## src/mfcf_pkg.sv

```systemverilog
// Package for the MAC frame control and filter block.
// Assumes a single 25 MHz clock and byte-wide frame streams.
package mfcf_pkg;
   // ******************************************
   // Register map
   // ******************************************
   localparam logic [15:0] MFCF_CTRL_ADDR     = 16'h0000;
   localparam logic [15:0] MFCF_FILT_BASE     = 16'h0010;
   localparam logic [15:0] MFCF_MASK_BASE     = 16'h0020;
   localparam logic [15:0] MFCF_TXSTAT_FIRST  = 16'h0030;
   localparam logic [15:0] MFCF_TXSTAT_LAST   = 16'h0040;
   localparam logic [15:0] MFCF_RXSTAT_FIRST  = 16'h0041;
   localparam logic [15:0] MFCF_RXDROP_ADDR   = 16'h0052;
   localparam int          MFCF_NUM_FILT      = 4;

   // ******************************************
   // Control register fields
   // ******************************************
   localparam int MFCF_BIT_CRC_BYPASS  = 19;
   localparam int MFCF_BIT_MCAST_DROP  = 18;
   localparam int MFCF_BIT_BCAST_DROP  = 17;
   localparam int MFCF_BIT_DEST_MATCH  = 16;
   localparam int MFCF_BIT_TX_CRC_INS  = 8;
   localparam int MFCF_BIT_TX_EN       = 1;
   localparam int MFCF_BIT_RX_EN       = 0;
   localparam int MFCF_BIT_FILT_EN     = 31;
   localparam logic [31:0] MFCF_CTRL_RESET = 32'h0000_0100;
   localparam logic [31:0] MFCF_CTRL_WMASK = 32'h003F_0103;

   // ******************************************
   // Frame constants
   // ******************************************
   localparam logic [6:0]  MFCF_MIN_PAYLOAD = 7'd60;
   localparam logic [31:0] MFCF_CRC_POLY    = 32'hEDB8_8320;
   localparam logic [31:0] MFCF_CRC_INIT    = 32'hFFFF_FFFF;
   localparam logic [31:0] MFCF_CRC_RESID   = 32'hDEBB_20E3;
   localparam int          MFCF_FIFO_DEPTH  = 32;
   localparam int          MFCF_FIFO_WIDTH  = 9;

   typedef enum logic [1:0] {
      MFCF_TX_IDLE,
      MFCF_TX_DATA,
      MFCF_TX_PAD,
      MFCF_TX_CRC
   } mfcf_tx_st_t;
endpackage

```

## src/mfcf_fifo.sv

```systemverilog
// Synchronous FIFO with valid/ready on both sides.
// Assumes one clock; read data come from a register.
`timescale 1ns/10ps
module mfcf_fifo #(
   parameter int WIDTH = 9,
   parameter int DEPTH = 32
) (
   input  wire logic             core_clk_i,
   input  wire logic             resetn_i,
   input  wire logic             clear_i,
   input  wire logic [WIDTH-1:0] in_data_i,
   input  wire logic             in_valid_i,
   output logic                  in_ready_o,
   output logic      [WIDTH-1:0] out_data_o,
   output logic                  out_valid_o,
   input  wire logic             out_ready_i
);
   localparam int AW = $clog2(DEPTH);
   logic [WIDTH-1:0] mem_q [DEPTH];
   logic [AW:0]      wr_q;
   logic [AW:0]      rd_q;
   logic             full;
   logic             empty;
   logic             push;
   logic             pop;

   // Pointer compare with wrap bit
   assign full  = (wr_q[AW] != rd_q[AW]) && (wr_q[AW-1:0] == rd_q[AW-1:0]);
   assign empty = (wr_q == rd_q) && !out_valid_o;
   assign in_ready_o = !full;
   assign push = in_valid_i && !full;
   assign pop  = (wr_q != rd_q) && (!out_valid_o || out_ready_i);

   // Storage
   always_ff @(posedge core_clk_i) begin
      if (push) begin
         mem_q[wr_q[AW-1:0]] <= in_data_i;
      end
   end

   // Pointers and registered output stage
   always_ff @(posedge core_clk_i or negedge resetn_i) begin
      if (!resetn_i) begin
         wr_q        <= '0;
         rd_q        <= '0;
         out_valid_o <= 1'b0;
         out_data_o  <= '0;
      end else if (clear_i) begin
         wr_q        <= '0;
         rd_q        <= '0;
         out_valid_o <= 1'b0;
      end else begin
         if (push) begin
            wr_q <= wr_q + 1'b1;
         end
         if (pop) begin
            rd_q        <= rd_q + 1'b1;
            out_data_o  <= mem_q[rd_q[AW-1:0]];
            out_valid_o <= 1'b1;
         end else if (out_ready_i) begin
            out_valid_o <= 1'b0;
         end
      end
   end

   // Occupancy never exceeds depth
   fifo_bound_a: assert property (@(posedge core_clk_i) disable iff (!resetn_i)
      (wr_q - rd_q) <= (AW+1)'(DEPTH)) else $error("fifo overfilled");
   wire unused_empty = empty;
endmodule

```

## src/mfcf_core.sv

```systemverilog
// MAC frame control: receive filters, transmit CRC/pad, path enables.
// Assumes byte streams from the PHY and host, host register port in words.
//
// Contract
// - Bypass bit set delivers frames even with bad CRC.
// - Delivered bad-CRC frame flags frame-drop in the receive footer.
// - Multicast drop discards frames whose group bit is one.
// - Broadcast frames escape the multicast filter; only broadcast bit decides.
// - Broadcast drop discards all-ones destination frames.
// - Multicast or broadcast discards increment the receive-dropped counter.
// - Destination match compares address against filter and mask registers.
// - Destination match clear means promiscuous acceptance.
// - A filter matches only if its enable and destination match set.
// - Insert bit set appends computed CRC to transmitted frames.
// - Insert bit clear sends host data with no added CRC.
// - Insert bit set pads short frames to 64 bytes.
// - Transmit enable forwards frames; clear holds them in buffer.
// - Transmit disable waits for the current frame to finish.
// - Clearing transmit enable resets transmit statistics counters.
// - Receive enable clear silently discards PHY frames.
// - Clearing receive enable resets receive statistics counters.
// - Receive disable mid-frame completes that frame.
// - Receive enable set mid-frame skips that frame.
`timescale 1ns/10ps
module mfcf_core (
   input  wire logic        core_clk_i,
   input  wire logic        resetn_i,
   // Register port
   input  wire logic [15:0] reg_addr_i,
   input  wire logic        reg_wr_i,
   input  wire logic        reg_rd_i,
   input  wire logic [31:0] reg_wdata_i,
   output logic      [31:0] reg_rdata_o,
   // Receive from PHY
   input  wire logic [7:0]  phy_rx_data_i,
   input  wire logic        phy_rx_valid_i,
   input  wire logic        phy_rx_last_i,
   // Receive to host
   output logic      [7:0]  host_rx_data_o,
   output logic             host_rx_valid_o,
   output logic             host_rx_last_o,
   output logic             host_rx_frame_drop_o,
   output logic             host_rx_abort_o,
   // Transmit from host
   input  wire logic [7:0]  host_tx_data_i,
   input  wire logic        host_tx_valid_i,
   input  wire logic        host_tx_last_i,
   output logic             host_tx_ready_o,
   // Transmit to PHY
   output logic      [7:0]  phy_tx_data_o,
   output logic             phy_tx_valid_o,
   output logic             phy_tx_last_o,
   input  wire logic        phy_tx_ready_i,
   // Statistics
   output logic      [31:0] rx_discard_count_o,
   output logic      [31:0] tx_frame_count_o
);
   import mfcf_pkg::*;

   // ******************************************
   // Registers
   // ******************************************
   logic [31:0] ctrl_q;
   logic [31:0] match_value_regs_q [2*MFCF_NUM_FILT];
   logic [31:0] match_mask_regs_q  [2*MFCF_NUM_FILT];
   logic [31:0] rx_discard_count_q;
   logic [31:0] tx_frame_count_q;
   logic        rx_en;
   logic        tx_en;
   logic        tx_en_fall;
   logic        rx_en_fall;

   assign rx_en = ctrl_q[MFCF_BIT_RX_EN];
   assign tx_en = ctrl_q[MFCF_BIT_TX_EN];
   assign tx_en_fall = reg_wr_i && reg_addr_i == MFCF_CTRL_ADDR && tx_en
                       && !reg_wdata_i[MFCF_BIT_TX_EN];
   assign rx_en_fall = reg_wr_i && reg_addr_i == MFCF_CTRL_ADDR && rx_en
                       && !reg_wdata_i[MFCF_BIT_RX_EN];

   // CRC-32 byte step, reflected
   function automatic logic [31:0] crc_step(input logic [31:0] c, input logic [7:0] d);
      logic [31:0] r;
      r = c ^ {24'h000000, d};
      for (int i = 0; i < 8; i++) begin
         r = r[0] ? ((r >> 1) ^ MFCF_CRC_POLY) : (r >> 1);
      end
      return r;
   endfunction

   // Control register, bits outside MFCF_CTRL_WMASK read zero
   always_ff @(posedge core_clk_i or negedge resetn_i) begin
      if (!resetn_i) begin
         ctrl_q <= MFCF_CTRL_RESET;
      end else if (reg_wr_i && reg_addr_i == MFCF_CTRL_ADDR) begin
         ctrl_q <= reg_wdata_i & MFCF_CTRL_WMASK;
      end
   end

   // Filter and mask words; high words keep only enable and 16 address bits
   for (genvar g = 0; g < 2*MFCF_NUM_FILT; g++) begin : g_filt
      localparam logic [31:0] WM = (g % 2 == 1) ? 32'h8000_FFFF : 32'hFFFF_FFFF;
      always_ff @(posedge core_clk_i or negedge resetn_i) begin
         if (!resetn_i) begin
            match_value_regs_q[g] <= '0;
            match_mask_regs_q[g]  <= '0;
         end else if (reg_wr_i) begin
            if (reg_addr_i == MFCF_FILT_BASE + 16'(g)) begin
               match_value_regs_q[g] <= reg_wdata_i & WM;
            end
            if (reg_addr_i == MFCF_MASK_BASE + 16'(g)) begin
               match_mask_regs_q[g] <= reg_wdata_i & WM;
            end
         end
      end
   end

   // Read mux, registered
   always_ff @(posedge core_clk_i or negedge resetn_i) begin
      if (!resetn_i) begin
         reg_rdata_o <= '0;
      end else if (reg_rd_i) begin
         reg_rdata_o <= '0;
         if (reg_addr_i == MFCF_CTRL_ADDR) reg_rdata_o <= ctrl_q;
         if (reg_addr_i == MFCF_RXDROP_ADDR) reg_rdata_o <= rx_discard_count_q;
         if (reg_addr_i == MFCF_TXSTAT_FIRST) reg_rdata_o <= tx_frame_count_q;
         for (int k = 0; k < 2*MFCF_NUM_FILT; k++) begin
            if (reg_addr_i == MFCF_FILT_BASE + 16'(k)) reg_rdata_o <= match_value_regs_q[k];
            if (reg_addr_i == MFCF_MASK_BASE + 16'(k)) reg_rdata_o <= match_mask_regs_q[k];
         end
      end
   end

   // ******************************************
   // Receive path
   // ******************************************
   logic        rx_busy_q;     // Inside a PHY frame
   logic        rx_take_q;     // Current frame is being passed on
   logic [2:0]  rx_idx_q;
   logic [47:0] rx_da_q;
   logic [31:0] rx_crc_q;
   logic        rx_first;
   logic [47:0] da_now;
   logic        rx_mcast;
   logic        rx_bcast;
   logic        rx_addr_ok;
   logic        rx_crc_bad;
   logic        rx_drop_cast;
   logic        rx_crc_discard;
   logic [31:0] rx_crc_next;

   assign rx_first    = phy_rx_valid_i && !rx_busy_q;
   assign rx_crc_next = crc_step(rx_first ? MFCF_CRC_INIT : rx_crc_q, phy_rx_data_i);
   assign da_now      = rx_da_q;
   assign rx_mcast    = da_now[0];
   assign rx_bcast    = &da_now;
   assign rx_crc_bad  = rx_crc_next != MFCF_CRC_RESID;

   // Address match over enabled filters
   always_comb begin
      rx_addr_ok = !ctrl_q[MFCF_BIT_DEST_MATCH];
      for (int f = 0; f < MFCF_NUM_FILT; f++) begin
         if (ctrl_q[MFCF_BIT_DEST_MATCH] && match_value_regs_q[2*f+1][MFCF_BIT_FILT_EN]
             && ((da_now ^ {match_value_regs_q[2*f+1][15:0], match_value_regs_q[2*f]})
                 & {match_mask_regs_q[2*f+1][15:0], match_mask_regs_q[2*f]}) == 48'h0) begin
            rx_addr_ok = 1'b1;
         end
      end
   end

   // Broadcast ruled only by its own bit
   assign rx_drop_cast = (rx_bcast && ctrl_q[MFCF_BIT_BCAST_DROP])
                      || (rx_mcast && !rx_bcast && ctrl_q[MFCF_BIT_MCAST_DROP]);
   assign rx_crc_discard = rx_crc_bad && !ctrl_q[MFCF_BIT_CRC_BYPASS];

   // Receive buffer: taken bytes stream through at once; the filter decides at frame end
   logic [8:0] rxf_in;
   logic       rxf_push;
   logic [8:0] rxf_out;
   logic       rxf_valid;
   logic       rxf_ready;

   always_ff @(posedge core_clk_i or negedge resetn_i) begin
      if (!resetn_i) begin
         rx_busy_q <= 1'b0;
         rx_take_q <= 1'b0;
         rx_idx_q  <= '0;
         rx_da_q   <= '0;
         rx_crc_q  <= MFCF_CRC_INIT;
      end else if (phy_rx_valid_i) begin
         rx_crc_q <= rx_crc_next;
         if (rx_first) begin
            rx_busy_q <= !phy_rx_last_i;
            rx_take_q <= rx_en;              // Enabled mid-frame: skip
            rx_idx_q  <= 3'd1;
            rx_da_q   <= {40'h0, phy_rx_data_i};
         end else begin
            if (rx_idx_q < 3'd6) begin
               rx_da_q[8*rx_idx_q +: 8] <= phy_rx_data_i;
               rx_idx_q <= rx_idx_q + 3'd1;
            end
            if (phy_rx_last_i) begin
               rx_busy_q <= 1'b0;           // Disable mid-frame does not cut it
            end
         end
      end
   end

   // Stream bytes through; the whole frame is decided at its end
   assign rxf_in   = {phy_rx_last_i, phy_rx_data_i};
   assign rxf_push = phy_rx_valid_i && (rx_first ? rx_en : rx_take_q);
   assign rxf_ready = 1'b1;

   mfcf_fifo #(.WIDTH(MFCF_FIFO_WIDTH), .DEPTH(MFCF_FIFO_DEPTH)) u_rx_fifo (
      .core_clk_i (core_clk_i),
      .resetn_i   (resetn_i),
      .clear_i    (1'b0),
      .in_data_i  (rxf_in),
      .in_valid_i (rxf_push),
      .in_ready_o (),
      .out_data_o (rxf_out),
      .out_valid_o(rxf_valid),
      .out_ready_i(rxf_ready)
   );

   // Host side sees end-of-frame status one cycle before the last byte; aborted frames are flagged
   logic rx_end;
   assign rx_end = phy_rx_valid_i && phy_rx_last_i && !rx_first && rx_take_q;
   always_ff @(posedge core_clk_i or negedge resetn_i) begin
      if (!resetn_i) begin
         host_rx_frame_drop_o <= 1'b0;
         host_rx_abort_o      <= 1'b0;
      end else begin
         host_rx_frame_drop_o <= rx_end && rx_crc_bad && !rx_crc_discard;
         host_rx_abort_o      <= rx_end && (rx_crc_discard || rx_drop_cast || !rx_addr_ok);
      end
   end
   assign host_rx_data_o  = rxf_out[7:0];
   assign host_rx_valid_o = rxf_valid;
   assign host_rx_last_o  = rxf_valid && rxf_out[8];

   // Receive-dropped counter, cleared when receive is disabled
   always_ff @(posedge core_clk_i or negedge resetn_i) begin
      if (!resetn_i) begin
         rx_discard_count_q <= '0;
      end else if (rx_en_fall) begin
         rx_discard_count_q <= '0;
      end else if (rx_end && rx_drop_cast) begin
         rx_discard_count_q <= rx_discard_count_q + 32'd1;
      end
   end
   assign rx_discard_count_o = rx_discard_count_q;

   // ******************************************
   // Transmit path
   // ******************************************
   mfcf_tx_st_t tx_st_q;
   logic [6:0]  tx_len_q;
   logic [31:0] tx_crc_q;
   logic [1:0]  tx_crc_idx_q;
   logic        tx_ins;
   logic        tx_go;

   assign tx_ins = ctrl_q[MFCF_BIT_TX_CRC_INS];
   assign tx_go  = phy_tx_ready_i;
   // Disabled: host frames stay buffered upstream
   assign host_tx_ready_o = (tx_st_q == MFCF_TX_DATA) && tx_go;

   always_ff @(posedge core_clk_i or negedge resetn_i) begin
      if (!resetn_i) begin
         tx_st_q      <= MFCF_TX_IDLE;
         tx_len_q     <= '0;
         tx_crc_q     <= MFCF_CRC_INIT;
         tx_crc_idx_q <= '0;
      end else begin
         case (tx_st_q)
            MFCF_TX_IDLE: begin
               if (tx_en && host_tx_valid_i) begin
                  tx_st_q  <= MFCF_TX_DATA;
                  tx_len_q <= '0;
                  tx_crc_q <= MFCF_CRC_INIT;
               end
            end
            // Enable is not looked at again until idle
            MFCF_TX_DATA: begin
               if (host_tx_valid_i && tx_go) begin
                  tx_crc_q <= crc_step(tx_crc_q, host_tx_data_i);
                  if (tx_len_q != 7'h7F) tx_len_q <= tx_len_q + 7'd1;
                  if (host_tx_last_i) begin
                     tx_crc_idx_q <= '0;
                     if (!tx_ins) tx_st_q <= MFCF_TX_IDLE;
                     else if (tx_len_q + 7'd1 < MFCF_MIN_PAYLOAD) tx_st_q <= MFCF_TX_PAD;
                     else tx_st_q <= MFCF_TX_CRC;
                  end
               end
            end
            MFCF_TX_PAD: begin
               if (tx_go) begin
                  tx_crc_q <= crc_step(tx_crc_q, 8'h00);
                  tx_len_q <= tx_len_q + 7'd1;
                  if (tx_len_q + 7'd1 >= MFCF_MIN_PAYLOAD) tx_st_q <= MFCF_TX_CRC;
               end
            end
            MFCF_TX_CRC: begin
               if (tx_go) begin
                  tx_crc_idx_q <= tx_crc_idx_q + 2'd1;
                  if (tx_crc_idx_q == 2'd3) tx_st_q <= MFCF_TX_IDLE;
               end
            end
            default: tx_st_q <= MFCF_TX_IDLE;
         endcase
      end
   end

   // PHY side byte mux
   logic [31:0] crc_out;
   assign crc_out = ~tx_crc_q;
   always_comb begin
      phy_tx_valid_o = 1'b0;
      phy_tx_data_o  = 8'h00;
      phy_tx_last_o  = 1'b0;
      case (tx_st_q)
         MFCF_TX_DATA: begin
            phy_tx_valid_o = host_tx_valid_i;
            phy_tx_data_o  = host_tx_data_i;
            phy_tx_last_o  = host_tx_last_i && !tx_ins;
         end
         MFCF_TX_PAD: phy_tx_valid_o = 1'b1;
         MFCF_TX_CRC: begin
            phy_tx_valid_o = 1'b1;
            phy_tx_data_o  = crc_out[8*tx_crc_idx_q +: 8];
            phy_tx_last_o  = tx_crc_idx_q == 2'd3;
         end
         default: phy_tx_valid_o = 1'b0;
      endcase
   end

   // Transmit frame counter, cleared when transmit is disabled
   always_ff @(posedge core_clk_i or negedge resetn_i) begin
      if (!resetn_i) begin
         tx_frame_count_q <= '0;
      end else if (tx_en_fall) begin
         tx_frame_count_q <= '0;
      end else if (phy_tx_valid_o && phy_tx_last_o && tx_go) begin
         tx_frame_count_q <= tx_frame_count_q + 32'd1;
      end
   end
   assign tx_frame_count_o = tx_frame_count_q;

   // ******************************************
   // Checks
   // ******************************************
   tx_idle_hold_a: assert property (@(posedge core_clk_i) disable iff (!resetn_i)
      (tx_st_q == MFCF_TX_IDLE && !tx_en) |=> tx_st_q == MFCF_TX_IDLE)
      else $error("tx left idle while disabled");
   // Stalls stretch the CRC bytes, so check each step instead of a fixed span
   tx_crc_len_a: assert property (@(posedge core_clk_i) disable iff (!resetn_i)
      (tx_st_q == MFCF_TX_CRC && tx_go) |=> (tx_crc_idx_q == $past(tx_crc_idx_q) + 2'd1)
         && ((tx_st_q == MFCF_TX_IDLE) == (tx_crc_idx_q == 2'd0)))
      else $error("crc not four bytes");
   tx_pad_min_a: assert property (@(posedge core_clk_i) disable iff (!resetn_i)
      (tx_st_q == MFCF_TX_PAD) ##1 (tx_st_q == MFCF_TX_CRC) |-> tx_len_q >= MFCF_MIN_PAYLOAD)
      else $error("short frame not padded");
   tx_no_crc_a: assert property (@(posedge core_clk_i) disable iff (!resetn_i)
      !tx_ins |-> (tx_st_q != MFCF_TX_PAD && tx_st_q != MFCF_TX_CRC) || $changed(tx_ins))
      else $error("crc added while insert off");
   rx_off_quiet_a: assert property (@(posedge core_clk_i) disable iff (!resetn_i)
      (rx_first && !rx_en) |-> !rxf_push)
      else $error("frame taken while rx off");
   rx_skip_mid_a: assert property (@(posedge core_clk_i) disable iff (!resetn_i)
      (rx_busy_q && !rx_take_q && phy_rx_valid_i) |-> !rxf_push)
      else $error("partial frame passed");
   rx_drop_cnt_a: assert property (@(posedge core_clk_i) disable iff (!resetn_i)
      (rx_end && rx_drop_cast && !rx_en_fall)
         |=> rx_discard_count_q == $past(rx_discard_count_q) + 32'd1)
      else $error("drop not counted");
   rx_bcast_mc_a: assert property (@(posedge core_clk_i) disable iff (!resetn_i)
      (rx_bcast && !ctrl_q[MFCF_BIT_BCAST_DROP]) |-> !rx_drop_cast)
      else $error("broadcast dropped by multicast");
   rx_crc_flag_a: assert property (@(posedge core_clk_i) disable iff (!resetn_i)
      (rx_end && rx_crc_bad && ctrl_q[MFCF_BIT_CRC_BYPASS])
         |=> (host_rx_frame_drop_o && !host_rx_abort_o) || $past(rx_drop_cast || !rx_addr_ok))
      else $error("bad crc not flagged");
   rx_stat_clr_a: assert property (@(posedge core_clk_i) disable iff (!resetn_i)
      rx_en_fall |=> rx_discard_count_q == 32'd0)
      else $error("rx stats not cleared");
endmodule

```

## config.mk

```make
export PLATFORM = sky130hd
export DESIGN_NAME = mfcf_core
export DESIGN_NICKNAME = d
export VERILOG_FILES = /design/src/mfcf_pkg.sv /design/src/mfcf_fifo.sv /design/src/mfcf_core.sv
export SDC_FILE = /design/constraint.sdc
export NUM_CORES = 2
export LEC_CHECK = 0
export BUFFER_PORTS_ARGS = -buffer_cell sky130_fd_sc_hd__buf_2
export CORE_MARGIN = 4
export CORE_UTILIZATION = 35
export DETAILED_ROUTE_END_ITERATION = 8
export SETUP_SLACK_MARGIN = 0.15
export SLEW_MARGIN = 20
export SYNTH_ARGS = -nofsm -noshare
export SYNTH_HDL_FRONTEND = slang
export SYNTH_SLANG_ARGS = --single-unit
```

## constraint.sdc

```tcl
create_clock -name core_clk_i -period 5.8 [get_ports core_clk_i]
set_clock_uncertainty 0.15 [all_clocks]
set_input_delay 0.87 -clock core_clk_i [delete_from_list [all_inputs] [get_ports core_clk_i]]
set_output_delay 0.87 -clock core_clk_i [all_outputs]
set_load 0.01 [all_outputs]
```

==> results.md <==
* Drt drc at 0
* Router iterations before antenna repair at 8
* Largest net degree at the start of global routing at roughly 140
* Initial cell density of the core at between 30% and 40%
* Met2 wire length at 72.6 mm
* VDD IR max at 0.000234 V
* PwrDens at 404 mW/mm^2
* RSZ-0062 raised after global routing: false
* Final ANT Viol Nets at 0
* CP max FO at 22
* Die height at ~370 um
* Clock Sinks at between 900 and 1k
* WP buf/inv at 2
* Slew at the pin with the worst max-slew slack at 1.23 ns
* Crit path kind: in2reg
* Slew HR at roughly 18%
* Pwr Total at around 21 mW
* Fin. max-slew vios at 0
* Share of layout cells above drive strength 1 at between 20% and 30%
* CP Launch Type: primary input
* Yosys Warn Count at 0
* Syn_nets at just under 4k
* Total core area at 0.132 sq mm
* CTS resizes at 0
* Final Hold Viols at 0
* Top delay family on crit path: simple AND/OR/NAND/NOR gates
* Clock buffer depth at 3
* Yosys cell types at 79
* Number of synthesized flops with an enable pin at 288
* Die width at between 300 and 400 um
* Area grow syn2layout at 13.8%
* DP Wirelength at approximately 120 mm
* Mean Syn Cell Area at between 10 and 15 sq um
* Clk_lat worst skew at between 0.7 and 0.8 ns
* Buffers added on ports at 191
* Initial antenna violation count at 18
* Die area at approximately 0.14 sq mm
* CTS tree: yes
* Htree depth at 3
* First DRT Iteration DRCs at ~4.3k
* Vias in the first global route at 32.4k
* I/O pin count at roughly 190
* WP data required at 6.31 ns
* Via count at 33.9k
* Slowest CP cell: or4_1
* Hold WC Path Type: in2async
* Mapped Area at 0.0466 sq mm
* First-pass GRT wire length at between 200 and 250 mm
* Fill cells at roughly 12k
* Crit-path max cell delay at 0.86 ns
* Finished Layout Cells at 5,800
* FMAX at between 200 and 250 MHz
* Register area share after synthesis at a little over half
* R2R depth at 9
* Wire per inst at 29.0 um
* Met3 wire length at 16.4 mm
* Num rows at ~130
* Setup bufs post-CTS at 0
* Inserted Clock Buffers at about 100
* Vias per Instance at slightly below 6
* Remaining global-route overflow at 0
* CP endpoint kind: flop
* Placed insts at around 5.6k
* Max Used Layer: met5
* Primary FF master, synth: dfrtp_1
* Footprint of the multi-input gates at 0.0204 sq mm
* Crit path depth at 11
* Static leakage at 22.9 nW
* M1 WL at approximately 71 mm
* GP Congestion at approximately 0.98
* Async set-or-reset flop fraction in the synthesized netlist at 69.3%
* Fin crit period at between 4 and 5 ns
* CTS root buffer: clkbuf_16
* Cts hold-fix bufs at 0
* Setup tns final at 0 ns
* Cells after synthesis at around 3.8k
* Gr usage total at a little under a quarter
* Worst path cell trace: buf_2, or4_1, nor3_1, nand2b_1, buf_4, a31o_2, a311oi_1, o21ai_0, a31oi_1, a211oi_1, o22ai_1
* Post-Route WL at around 170 mm
* Sequential Area at roughly 0.025 sq mm
* Status: finished, final reports clean
* WP data arrival at roughly 4.7 ns
* Clock-pin slew on the worst setup and hold paths at approximately 0.060 ns
* Synthesized flop and latch total at between 900 and 1k
* Max-cap viol count at 0
* Final setup viols at 0
* Layout net count at ~4.0k
* Final Cycle Share at between 70% and 80%
[flip-flops by register name, indices dropped and copies added, names as in the netlist, 2 cells and up, named ones only]
name / cells
tx_len_q: 7
match_mask_regs_q: 196
u_rx_fifo.out_data_o: 9
match_value_regs_q: 196
u_rx_fifo.wr_q: 6
tx_frame_count_o: 32
tx_crc_q: 32
rx_idx_q: 3
tx_crc_idx_q: 2
rx_crc_q: 32
rx_discard_count_o: 32
reg_rdata_o: 32
u_rx_fifo.mem_q: 288
ctrl_q: 9
da_now: 48
u_rx_fifo.rd_q: 6
[power by group]
group	internal (mW)	switching [mW]
combinational	3.01	3.46
clock	3.85	2.86
sequential	7.40	0.864
[synthesized netlist by cell type, types with 9 or more instances]
cell type	number	area share, %
a211oi_1	24	0.39
a21oi_1	101	1.1
a221oi_1	51	0.96
a222oi_1	26	0.56
a22o_1	35	0.66
a22oi_1	114	1.8
a31oi_1	37	0.50
a41oi_1	11	0.21
and2_1	11	0.15
and3_1	20	0.27
buf_1	41	0.33
clkbuf_1	220	1.8
dfrtp_1	584	31
dfstp_2	65	3.7
edfxtp_1	288	19
ha_1	17	0.46
inv_1	56	0.45
mux2_2	426	10
mux2i_1	16	0.34
mux4_2	98	4.7
nand2_1	253	2.0
nand2b_1	12	0.16
nand3_1	78	0.84
nand4_1	65	0.87
nor2_1	268	2.2
nor2b_1	23	0.31
nor3_1	43	0.46
nor4_1	12	0.16
o211ai_1	12	0.19
o21ai_0	123	1.3
o22ai_1	42	0.56
or2_2	9	0.12
or3_1	25	0.34
xnor2_1	215	4.0
xor2_1	288	5.4
[final timing paths]
check,from,end,slack (ns)
worst max-delay path,reg_addr_i[13],reg_rdata_o[11],1.59
worst min-delay path,resetn_i,match_value_regs_q[3],0.04
worst max register to register,da_now[31],rx_discard_count_o[21],1.70
worst min register to register,rx_crc_q[26],rx_crc_q[26],0.34
max in group asynchronous,resetn_i,rx_discard_count_o[27],4.04
min in group core_clk_i,rx_crc_q[26],rx_crc_q[26],0.34
[layout make-up]
| type | count | share of cell area (%) |
|---|---|---|
| Antenna cell | 4 | 0.0189 |
| Tap cell | 1755 | 4.14 |
| Clock inverter | 50 | 1.01 |
| Clock buffer | 145 | 5.51 |
| Timing Repair Buffer | 285 | 3.27 |
| Sequential cell | 937 | 47.1 |
| Inverter | 56 | 0.397 |
| Multi-Input combinational cell | 2568 | 38.5 |
[per-layer routing]
layer	track usage (%)	vias up
met5	0	-
met4	9.82	10
met3	5.59	352
met2	34.5	1721
met1	33.0	17500
li1	-	14300
[kinds of logic (layout without fill, tap and decap cells)]
group,Yosys count,after routing,synth area share [%]
buffers and inverters,330,536,2.75
DFF,937,937,53.6
muxes,540,540,15.4
xor gates and xnor gates,505,505,9.56
adders and majority gates,17,17,0.457
other,0,4,0
and+or+nand+nor,858,858,8.64
AOI/OAI and AO/OA,648,648,9.61
[worst reg2reg max path: cells and delay by family (launching register included)]
| kind | cells | cell delay, ns |
|---|---|---|
| flops | 1 | 0.79 |
| simple gates | 6 | 2.31 |
| buf+inv | 1 | 0.26 |
| compound gates | 2 | 0.50 |
[placed cells by master, fill, tap and decap left out, types with 78 or more instances in the layout]
master,Yosys,routed
clkbuf_16,0,105
o21ai_0,123,123
nand3_1,78,78
edfxtp_1,288,288
nand2_1,253,251
mux2_2,426,426
mux4_2,98,98
dfrtp_1,584,582
buf_4,8,89
buf_2,4,190
xor2_1,288,288
a22oi_1,114,114
a21oi_1,101,101
nor2_1,268,262
xnor2_1,215,215
[per-stage QoR]
| stage | area [sq um] | setup slack [ns] | hold WS (ns) | util, % |
|---|---|---|---|---|
| after floorplan | 46600 | 1.94 | 0.310 | - |
| after global placement | 49500 | 0.987 | 0.333 | 37.6 |
| after detailed placement | 49500 | 1.08 | 0.327 | 37.6 |
| after CTS | 53000 | 1.84 | 0.0561 | 40.2 |
| after global routing | 53000 | 1.47 | 0.0995 | 40.2 |
| final | 53000 | 1.59 | 0.0366 | 40.2 |
Power figures use the tool's default switching activity.
